## config.mk

```make
export PLATFORM = sky130hd
export DESIGN_NAME = ras_error_record_node
export DESIGN_NICKNAME = d
export VERILOG_FILES = /design/src/pkg/ras_node_pkg.sv /design/src/rtl/ras_error_record_node.sv
export VERILOG_INCLUDE_DIRS = /design/src /design/src/pkg
export SDC_FILE = /design/constraint.sdc
export NUM_CORES = 1
export LEC_CHECK = 0
export BUFFER_PORTS_ARGS = -buffer_cell sky130_fd_sc_hd__buf_2
export CAP_MARGIN = 10
export CORE_UTILIZATION = 45
export CTS_BUF_LIST = sky130_fd_sc_hd__clkbuf_8 sky130_fd_sc_hd__clkbuf_16
export DETAILED_ROUTE_END_ITERATION = 8
export PLACE_DENSITY = 0.63
export SYNTH_ARGS = -nofsm -noshare
export SYNTH_HDL_FRONTEND = slang
export SYNTH_SLANG_ARGS = --single-unit
```

## constraint.sdc

```tcl
create_clock -name clk_sys_i -period 4.05 [get_ports clk_sys_i]
set_input_delay 0.6075 -clock clk_sys_i [delete_from_list [all_inputs] [get_ports clk_sys_i]]
set_output_delay 0.6075 -clock clk_sys_i [all_outputs]
set_load 0.01 [all_outputs]
```

## src/pkg/ras_node_consts.svh

```systemverilog
/*
  Constants for the error record node: group layout, register indexes,
  control, feature, status and misc field positions, widths.
  Assumes it is included once per compilation unit through its guard.
*/
`ifndef RAS_NODE_CONSTS_SVH
`define RAS_NODE_CONSTS_SVH

// group layout: the node owns records 1 and 2; 0 and 3 are empty slots
`define RN_GROUP_RECS  4
`define RN_SEL_W       2
`define RN_NODE_FIRST  2'h1
`define RN_NODE_RECS   2
`define RN_DATA_W      64
`define RN_SYN_W       32
`define RN_TS_W        32
`define RN_CNT_W       8

// register index within a selected record
`define RN_REG_FEAT    3'h0
`define RN_REG_CTRL    3'h1
`define RN_REG_STAT    3'h2
`define RN_REG_SYN     3'h3
`define RN_REG_MISC    3'h4
`define RN_REG_TS      3'h5

// control register bits
`define RN_CTL_EN      0
`define RN_CTL_UE      1
`define RN_CTL_UI      2
`define RN_CTL_FI      3
`define RN_CTL_DUI     4
`define RN_CTL_CFI     5
`define RN_CTL_CI      6
`define RN_CTL_RD      7
`define RN_CTL_WR      8
`define RN_CTL_W       9
`define RN_CTL_RST     9'h000

// feature word of the first record; detection field in [1:0]
`define RN_FEAT_VALUE  64'h0000_0000_0000_01FD

// status and misc fields
`define RN_ST_VALID    0
`define RN_ST_CLS_LO   1
`define RN_MISC_OVF    8
`define RN_MISC_CRIT   9

`endif

```

## src/pkg/ras_node_pkg.sv

```systemverilog
/*
  Types shared by the error record node.
  Assumes ras_node_consts.svh is on the include path.
*/
`include "ras_node_consts.svh"

package ras_node_pkg;

  // order gives severity: a later value is more severe
  typedef enum logic [1:0] {
    ERR_NONE,
    ERR_CE,
    ERR_DE,
    ERR_UE
  } err_class_type;

  typedef logic [2:0]              reg_idx_type;
  typedef logic [`RN_SEL_W-1:0]    rec_sel_type;
  typedef logic [`RN_DATA_W-1:0]   data_type;
  typedef logic [`RN_SYN_W-1:0]    syn_type;
  typedef logic [`RN_TS_W-1:0]     ts_type;
  typedef logic [`RN_CNT_W-1:0]    cnt_type;

  typedef struct packed {
    rec_sel_type                          sel;
    logic [`RN_CTL_W-1:0]                 ctrl;
    logic [`RN_NODE_RECS-1:0]             valid;
    err_class_type [`RN_NODE_RECS-1:0]    cls;
    syn_type [`RN_NODE_RECS-1:0]          syn;
    ts_type [`RN_NODE_RECS-1:0]           ts;
    ts_type                               tstamp;
    cnt_type                              cnt;
    logic                                 ovf;
    logic                                 crit;
    data_type                             rdata;
    logic                                 rvalid;
    logic                                 fault_irq;
    logic                                 recov_irq;
    logic                                 crit_irq;
    logic                                 inband;
  } node_state_type;

endpackage

```

## src/rtl/ras_error_record_node.sv

```systemverilog
/*
  Error record node with two records inside a four-slot group, its
  feature and control words, a corrected-error counter, timestamps and
  the four error signals.
  Assumes one clock; error events and register accesses are synchronous
  single-cycle strobes; software selects a record before accessing it.
*/
`timescale 1ns/1ps
`include "ras_node_consts.svh"

// Functional notes
// - control bit stops reporting and recording; detection left running
// - fault interrupt, one enable for corrected, another for the rest
// - presettable corrected counter; unsigned wrap is overflow, interrupts
// - each record stores a timestamp beside its syndrome
// - in-band response only for uncorrected, never corrected or deferred
// - recovery interrupt for recorded uncorrected, never corrected errors
// - deferred errors reach recovery interrupt only with deferred enable set
// - critical error condition drives a dedicated critical interrupt
// - a reported error writes its syndrome into an empty or less severe node record
// - first record holds the feature word and the control word
// - all node records share one feature set and one control
// - reporting has separate read and write enables in this node
// - the node holds at least one record
// - node records sit at consecutive group indexes from the first
// - later records: detection field zero, feature and control read zero
// - group index space covers every record of the node
// - unimplemented group slots read zero and ignore writes
// - a more severe error overwrites an unserviced record's syndrome
module ras_error_record_node
(
  // clock and reset
  input  wire logic                       clk_sys_i,
  input  wire logic                       rst_b_i,
  // record select and register access
  input  wire logic                       sel_wr_i,
  input  wire ras_node_pkg::rec_sel_type  sel_data_i,
  input  wire logic                       reg_rd_i,
  input  wire logic                       reg_wr_i,
  input  wire ras_node_pkg::reg_idx_type  reg_idx_i,
  input  wire ras_node_pkg::data_type     reg_wdata_i,
  output logic                            reg_rvalid_o,
  output ras_node_pkg::data_type          reg_rdata_o,
  // error events from the component
  input  wire logic                       err_valid_i,
  input  wire ras_node_pkg::err_class_type err_class_i,
  input  wire logic                       err_rec_i,
  input  wire logic                       err_write_i,
  input  wire logic                       err_req_i,
  input  wire logic                       err_critical_i,
  input  wire ras_node_pkg::syn_type      err_syn_i,
  // error signals
  output logic                            fault_irq_o,
  output logic                            recovery_irq_o,
  output logic                            critical_irq_o,
  output logic                            inband_err_o
);
  import ras_node_pkg::*;

  node_state_type q;
  node_state_type d;

  // slot inside the node's span of the group
  function automatic logic in_node(input rec_sel_type s);
    return (s >= `RN_NODE_FIRST) &&
           (s < `RN_NODE_FIRST + rec_sel_type'(`RN_NODE_RECS));
  endfunction

  function automatic logic loc_of(input rec_sel_type s);
    rec_sel_type t;
    t = s - `RN_NODE_FIRST;
    return t[0];
  endfunction

  logic                  rep;
  logic                  loc;
  logic                  first;
  logic [`RN_CTL_W-1:0]  ctl;

  always_comb begin
    d          = q;
    loc        = loc_of(q.sel);
    first      = (q.sel == `RN_NODE_FIRST);
    ctl        = q.ctrl;
    rep        = 1'b0;
    d.tstamp   = q.tstamp + ts_type'(1);
    d.rvalid   = 1'b0;
    d.inband   = 1'b0;
    if (sel_wr_i) begin
      d.sel = sel_data_i;
    end
    if (reg_rd_i) begin
      d.rvalid = 1'b1;
      d.rdata  = '0;
      if (in_node(q.sel)) begin
        unique case (reg_idx_i)
          `RN_REG_FEAT: d.rdata = first ? `RN_FEAT_VALUE : '0;
          `RN_REG_CTRL: d.rdata = first ? data_type'(q.ctrl) : '0;
          `RN_REG_STAT: begin
            d.rdata[`RN_ST_VALID]                = q.valid[loc];
            d.rdata[`RN_ST_CLS_LO+1:`RN_ST_CLS_LO] = q.cls[loc];
          end
          `RN_REG_SYN:  d.rdata = data_type'(q.syn[loc]);
          `RN_REG_MISC: begin
            if (first) begin
              d.rdata[`RN_CNT_W-1:0] = q.cnt;
              d.rdata[`RN_MISC_OVF]  = q.ovf;
              d.rdata[`RN_MISC_CRIT] = q.crit;
            end
          end
          `RN_REG_TS:   d.rdata = data_type'(q.ts[loc]);
          default:      d.rdata = '0;
        endcase
      end
    end
    // writes to empty slots fall through untouched
    if (reg_wr_i && in_node(q.sel)) begin
      unique case (reg_idx_i)
        `RN_REG_CTRL: begin
          if (first) begin
            d.ctrl = reg_wdata_i[`RN_CTL_W-1:0];
          end
        end
        `RN_REG_STAT: begin
          if (reg_wdata_i[`RN_ST_VALID]) begin
            d.valid[loc] = 1'b0;
            d.cls[loc]   = ERR_NONE;
          end
        end
        `RN_REG_MISC: begin
          if (first) begin
            d.cnt = reg_wdata_i[`RN_CNT_W-1:0];
            if (reg_wdata_i[`RN_MISC_OVF]) begin
              d.ovf = 1'b0;
            end
            if (reg_wdata_i[`RN_MISC_CRIT]) begin
              d.crit = 1'b0;
            end
          end
        end
        default: ;
      endcase
    end
    // error capture after clears, so a new event wins over a clear
    rep = err_valid_i && (err_class_i != ERR_NONE) && ctl[`RN_CTL_EN] &&
          (err_write_i ? ctl[`RN_CTL_WR] : ctl[`RN_CTL_RD]);
    if (rep) begin
      if (!d.valid[err_rec_i] || (err_class_i > d.cls[err_rec_i])) begin
        d.valid[err_rec_i] = 1'b1;
        d.cls[err_rec_i]   = err_class_i;
        d.syn[err_rec_i]   = err_syn_i;
        d.ts[err_rec_i]    = q.tstamp;
      end
      if (err_class_i == ERR_CE) begin
        d.cnt = d.cnt + cnt_type'(1);
        if (d.cnt == '0) begin
          d.ovf = 1'b1;
        end
      end
      if (err_critical_i) begin
        d.crit = 1'b1;
      end
      if (err_req_i && (err_class_i == ERR_UE) && ctl[`RN_CTL_UE]) begin
        d.inband = 1'b1;
      end
    end
    // interrupts are levels built from the next state
    d.fault_irq = 1'b0;
    d.recov_irq = 1'b0;
    for (int i = 0; i < `RN_NODE_RECS; i++) begin
      if (d.valid[i] && (d.cls[i] == ERR_CE) && d.ctrl[`RN_CTL_CFI]) begin
        d.fault_irq = 1'b1;
      end
      if (d.valid[i] && (d.cls[i] != ERR_CE) && d.ctrl[`RN_CTL_FI]) begin
        d.fault_irq = 1'b1;
      end
      if (d.valid[i] && (d.cls[i] == ERR_UE) && d.ctrl[`RN_CTL_UI]) begin
        d.recov_irq = 1'b1;
      end
      if (d.valid[i] && (d.cls[i] == ERR_DE) && d.ctrl[`RN_CTL_UI] &&
          d.ctrl[`RN_CTL_DUI]) begin
        d.recov_irq = 1'b1;
      end
    end
    if (d.ovf && d.ctrl[`RN_CTL_CFI]) begin
      d.fault_irq = 1'b1;
    end
    d.crit_irq = d.crit && d.ctrl[`RN_CTL_CI];
  end

  always_ff @(posedge clk_sys_i or negedge rst_b_i) begin
    if (!rst_b_i) begin
      q      <= '0;
      q.ctrl <= `RN_CTL_RST;
    end else begin
      q <= d;
    end
  end

  assign reg_rvalid_o   = q.rvalid;
  assign reg_rdata_o    = q.rdata;
  assign fault_irq_o    = q.fault_irq;
  assign recovery_irq_o = q.recov_irq;
  assign critical_irq_o = q.crit_irq;
  assign inband_err_o   = q.inband;

  logic any_ue;
  logic any_de;
  always_comb begin
    any_ue = 1'b0;
    any_de = 1'b0;
    for (int i = 0; i < `RN_NODE_RECS; i++) begin
      any_ue = any_ue | (q.valid[i] && (q.cls[i] == ERR_UE));
      any_de = any_de | (q.valid[i] && (q.cls[i] == ERR_DE));
    end
  end

  // control writes seen through a slice, since $past wants a plain signal
  logic [`RN_CTL_W-1:0] ctl_wdata;
  assign ctl_wdata = reg_wdata_i[`RN_CTL_W-1:0];
endmodule // ras_error_record_node

```

# ---- Yosys cells after proc, flatten, opt, wreduce, memory -nomap -nowiden
# Cells that the tools add are included.
# Widths: inputs -> output; s select.
dict set report classes {
  addsub 3
  order_cmp 7
  eq_ne 16
  mux 61
  bitwise_logic 5
  reduce_logical 36
}
# cell n
set op_table {}
lappend op_table {{$mux 134} 2}
lappend op_table {{$mux 32} 6}
lappend op_table {{$bwmux 64} 2}
lappend op_table {{$pmux 22 s4} 1}
lappend op_table {{$mux 10} 5}
lappend op_table {{$pmux 7 s5} 1}
lappend op_table {{$add 32x1->32 const B} 1}
lappend op_table {{$demux 32 s1} 1}
lappend op_table {{$logic_and 1x1->1} 29}
lappend op_table {{$mux 9} 3}
lappend op_table {{$mux 1} 23}
lappend op_table {{$pmux 3 s6} 1}
lappend op_table {{$mux 7} 2}
lappend op_table {{$mux 13} 1}
lappend op_table {{$mux 2} 6}
lappend op_table {{$mux 6} 2}
lappend op_table {{$eq 2x2->1 const B} 5}
lappend op_table {{$add 8x1->8 const B} 1}
lappend op_table {{$eq 2x1->1 const B} 4}
lappend op_table {{$logic_not 8->1} 1}
lappend op_table {{$eq 3x2->1 const B} 2}
lappend op_table {{$eq 3x3->1 const B} 2}
lappend op_table {{$and 4x4->4} 1}
lappend op_table {{$bwmux 4} 1}
lappend op_table {{20 further kinds} 25}
dict set report totals {
  register_bits 224
  output_inout_bits 69
  word_cells 148
}

# ---- Logic depth before layout (Yosys ltp)
dict set report depth {
  depth_word 24
  ltp_mapped 15
  ltp_nobuf 13
}

# ---- Least setup slack after synthesis
# Ideal clock, no wire load.
dict set report synth_timing {
  kind {register -> register}
  from {reg q[254] (netlist name)}
  to {reg q[77] (netlist name)}
  t_arrival_ns 3.026
  setup_slack_ns 0.883
  path_stages_with_launch 14
  n_path_buf 1
  period_less_slack_ns 3.167
  cell_sequence {dfrtp_1 ha_1 nand4bb_1 clkbuf_1 nor2_1 nand2_1 nand2_1 ha_1 inv_1 or4_1 a21oi_1 nand4_1 xor2_1 mux2i_1}
}
# element line
set synth_lines {}
lappend synth_lines {{start: declaration} ras_error_record_node.sv:60} ;# node_state_type q;

==> key figures <==
Drt
  – Post-route ant nets: 0
  – Routed WL per cell: 16.6 µm
  – Via Count: between 7k and 8k
  – M1 wire length: 11,600 µm
  – First DRT Iteration DRCs: 513
  – Routed wire length: 24,000 µm
  – Initial DRT Pass Iterations: 5
  – Via density: approximately 5.2
  – Max Used Layer: met4
  – DRC Markers: 0
  – DR WL met2: 10,800 µm
  – Met3 wire length: 1130 µm

Setup path
  – Worst Setup Path Type: register to register
  – Endpoint type of the worst setup path: register
  – Crit Path Max Fanout: 7
  – Max incr delay on CP: 0.58 ns
  – Worst R2R Path Depth: 12
  – CP cell instances: ha_1 > nand4bb_1 > nor2_1 > nand2_1 > nand2_1 > ha_1 > inv_1 > or4_1 > a21oi_1 > nand4_1 > xor2_1 > mux2i_1
  – Worst EP required: around 4.5 ns
  – Worst setup startpoint: q[254]$_DFFE_PN0P_
  – Reg2reg setup slack: a little over 0.5 ns
  – CP arrival: 4.00 ns
  – Family with the most delay on the worst path: simple AND/OR/NAND/NOR gates
  – WP depth: 12
  – Buffers plus inverters on the worst setup path: 1
  – Startpoint types: register
  – Slowest CP cell: or4_1
  – Reg-to-Reg Start: q[254]$_DFFE_PN0P_
  – Worst setup path end: q[77]$_DFF_PN0_
  – Worst r2r dst: q[77]$_DFF_PN0_

Outcome
  – Status: finished, final reports clean

STA
  – Setup violators final: 0
  – Final Max Tran Viols: 0
  – Slew at the pin with the worst max-slew slack: 0.737 ns
  – Maximum clock frequency: 0.282 GHz
  – Final hold vios: 0
  – Min Tclk post-route: 3.54 ns
  – Post-Route Skew: ~0.015 ns
  – Sum of negative setup slack: 0 ns
  – RSZ-0062 raised after global routing: false
  – Post-route clock period utilization: 87.4%
  – Relative slew slack: 50.9%

Placement
  – Hpwl dp: 15,500 µm
  – Buffers added on ports: 95
  – Gpl congestion: 0.878

Clocking
  – Postcts setup bufs: 0
  – H-tree levels: 1
  – Clock Latency Late Sink: 0.54 ns
  – Post-CTS sizing: 0
  – CTS tree: done
  – CTS Sinks: 224
  – Clk slew on worst S/H paths: 0.06 ns
  – TritonCTS Buffers: 26
  – Post-CTS Hold Buffers: 0
  – Max Buffers Root-to-Sink: 3
  – Root buffer cell: clkbuf_16

Cells and area
  – Layout fillers: roughly 2.1k
  – Inserted Diodes: 0
  – Commonest non-fill, non-tap cells in the layout: nand2_1 (226), dfrtp_1 (223), buf_2 (94)
  – Final #Nets: 1,223
  – Layout area overhead: 13.1%
  – Share of layout cells above drive strength 1: 21.7%
  – Commonest non-fill, non-tap cell in the layout: nand2_1

Floorplanning
  – Initial Util: a little under half
  – Row Count: 56
  – Top-level I/O count: 182
  – Die H: roughly 160 µm
  – CORE AREA: roughly 0.024 mm²
  – Die ar.: 0.0248 mm²
  – Die X: ~160 µm

Synthesis
  – Synth Instances: 1,042
  – Area contributors post-synth: dfrtp_1 (52%), nand2_1 (7.8%), mux2_2 (7.5%), mux2i_1 (5.4%), buf_4 (4.5%)
  – Post-synth EDFFs: 0
  – Post-synthesis cell type count: 59
  – Post-synth top area cell: dfrtp_1
  – Syn_area_per_cell: 10.4 µm²
  – #FFs+latches synth: 224
  – Most used DFF post-synth: dfrtp_1
  – Synth top area share: 51.6%
  – Total number of yosys warnings: 0
  – Sequential-to-total area share from yosys stat: 51.6%
  – Mapped cell area: about 0.011 mm²
  – Post-synth ARST share: 100%

Power and ir drop
  – Final Power: 5.59 mW
  – PwrDens: 454 mW/mm²
  – Worst VDD drop: 336 µV
  – Leak pwr: about 6.2 nW

GRT
  – Largest net degree at the start of global routing: 90
  – Grt ovf: 0
  – First-pass GRT wire length: between 30,000 and 40,000 µm
  – Antenna violations before repair: 0
  – All-Layer GR Usage: 20.2%
  – Vias in the first global route: approximately 7.5k

Min path
  – Worst min-delay path class: primary input to asynchronous set/reset pin

Run
  – Total of max-cap violations: 0
==> worst reg2reg max path: stages, from the launching register on <==
cell and delay, ns:
dfrtp_4 0.47, ha_1 0.36, nand4bb_1 0.44, nor2_1 0.29, nand2_1 0.08, nand2_1 0.12, ha_1 0.28, inv_1 0.08
or4_1 0.58, a21oi_1 0.33, nand4_1 0.16, xor2_1 0.16, mux2i_1 0.12
==> area by class of cell <==
class | instances | area, µm² | share of cell area [%]
Clock buffer | 32 | 733 | 5.96
Clock inverter | 15 | 166 | 1.35
Inverter | 53 | 199 | 1.62
Multi-Input combinational cell | 682 | 4490 | 36.5
Sequential cell | 224 | 5610 | 45.6
Tap cell | 319 | 399 | 3.25
Timing Repair Buffer | 117 | 701 | 5.70
==> per-layer routing <==
| metal | vias up | global-route usage [%] |
|---|---|---|
| li1 | 3605 | - |
| met2 | 197 | 31.8 |
| met4 | 0 | 5.27 |
| met3 | 32 | 2.95 |
| met5 | - | 0 |
| met1 | 3660 | 29.0 |
==> worst min path at each step <==
stage	start	endpoint	slack, ns	cells past startpoint
2_1_floorplan	rst_b_i	asynchronous set/reset pin	0.31	0
3_3_place_gp	register	register	0.46	2
3_5_place_dp	register	register	0.46	2
4_1_cts	rst_b_i	reg_rdata_o[8]$_DFFE_PN0P_	0.11	1
5_1_grt	rst_b_i	reg_rdata_o[8]$_DFFE_PN0P_	0.14	1
6_report	rst_b_i	reg_rdata_o[8]$_DFFE_PN0P_	0.07	1
==> logic make-up (layout without fill, tap and decap cells) <==
group / after synthesis / count (layout) / synth area share (%)
other cells: 1 / 32 / 0.0345
buf+inv: 167 / 217 / 8.39
mux: 135 / 135 / 13.4
xor+xnor: 41 / 41 / 3.30
flops: 224 / 224 / 51.6
simple gates: 328 / 328 / 13.5
fa+ha+maj: 6 / 6 / 0.690
compound gates: 140 / 140 / 9.07
==> through the flow <==
stage          std cells  cell area [µm²]  setup slack [ns]  hold slack [ns]  util [%]
6_report            1442            12300             0.509           0.0716      52.1
5_1_grt             1442            12300             0.196            0.136      52.1
4_1_cts             1442            12300             0.531            0.115      52.1
3_5_place_dp        1395            11400             0.475            0.462      48.3
3_3_place_gp        1395            11400             0.485            0.456      48.3
2_1_floorplan       1073            11000             0.883            0.312         -
==> synth_stat cells (5+ instances only) <==
cell	instances
nor4_1	5
buf_4	65
nand4_1	12
buf_2	15
inv_1	53
o22a_1	22
buf_1	7
nor2_1	13
a22oi_1	9
mux2i_1	59
o21ai_0	12
a221oi_1	10
o22ai_1	41
nand2_1	226
clkbuf_1	24
and3_1	5
xor2_1	15
dfrtp_1	224
nand3_1	26
xnor2_1	26
ha_1	6
mux2_2	72
a21oi_1	21
nor2b_1	14
==> power breakdown <==
group,internal (mW),leakage (nW),total [mW],switching (mW)
combinational,0.279,2.63,0.653,0.374
clock,1.47,0.470,2.40,0.928
sequential,2.42,3.08,2.54,0.122
Power figures use the tool's default switching activity.
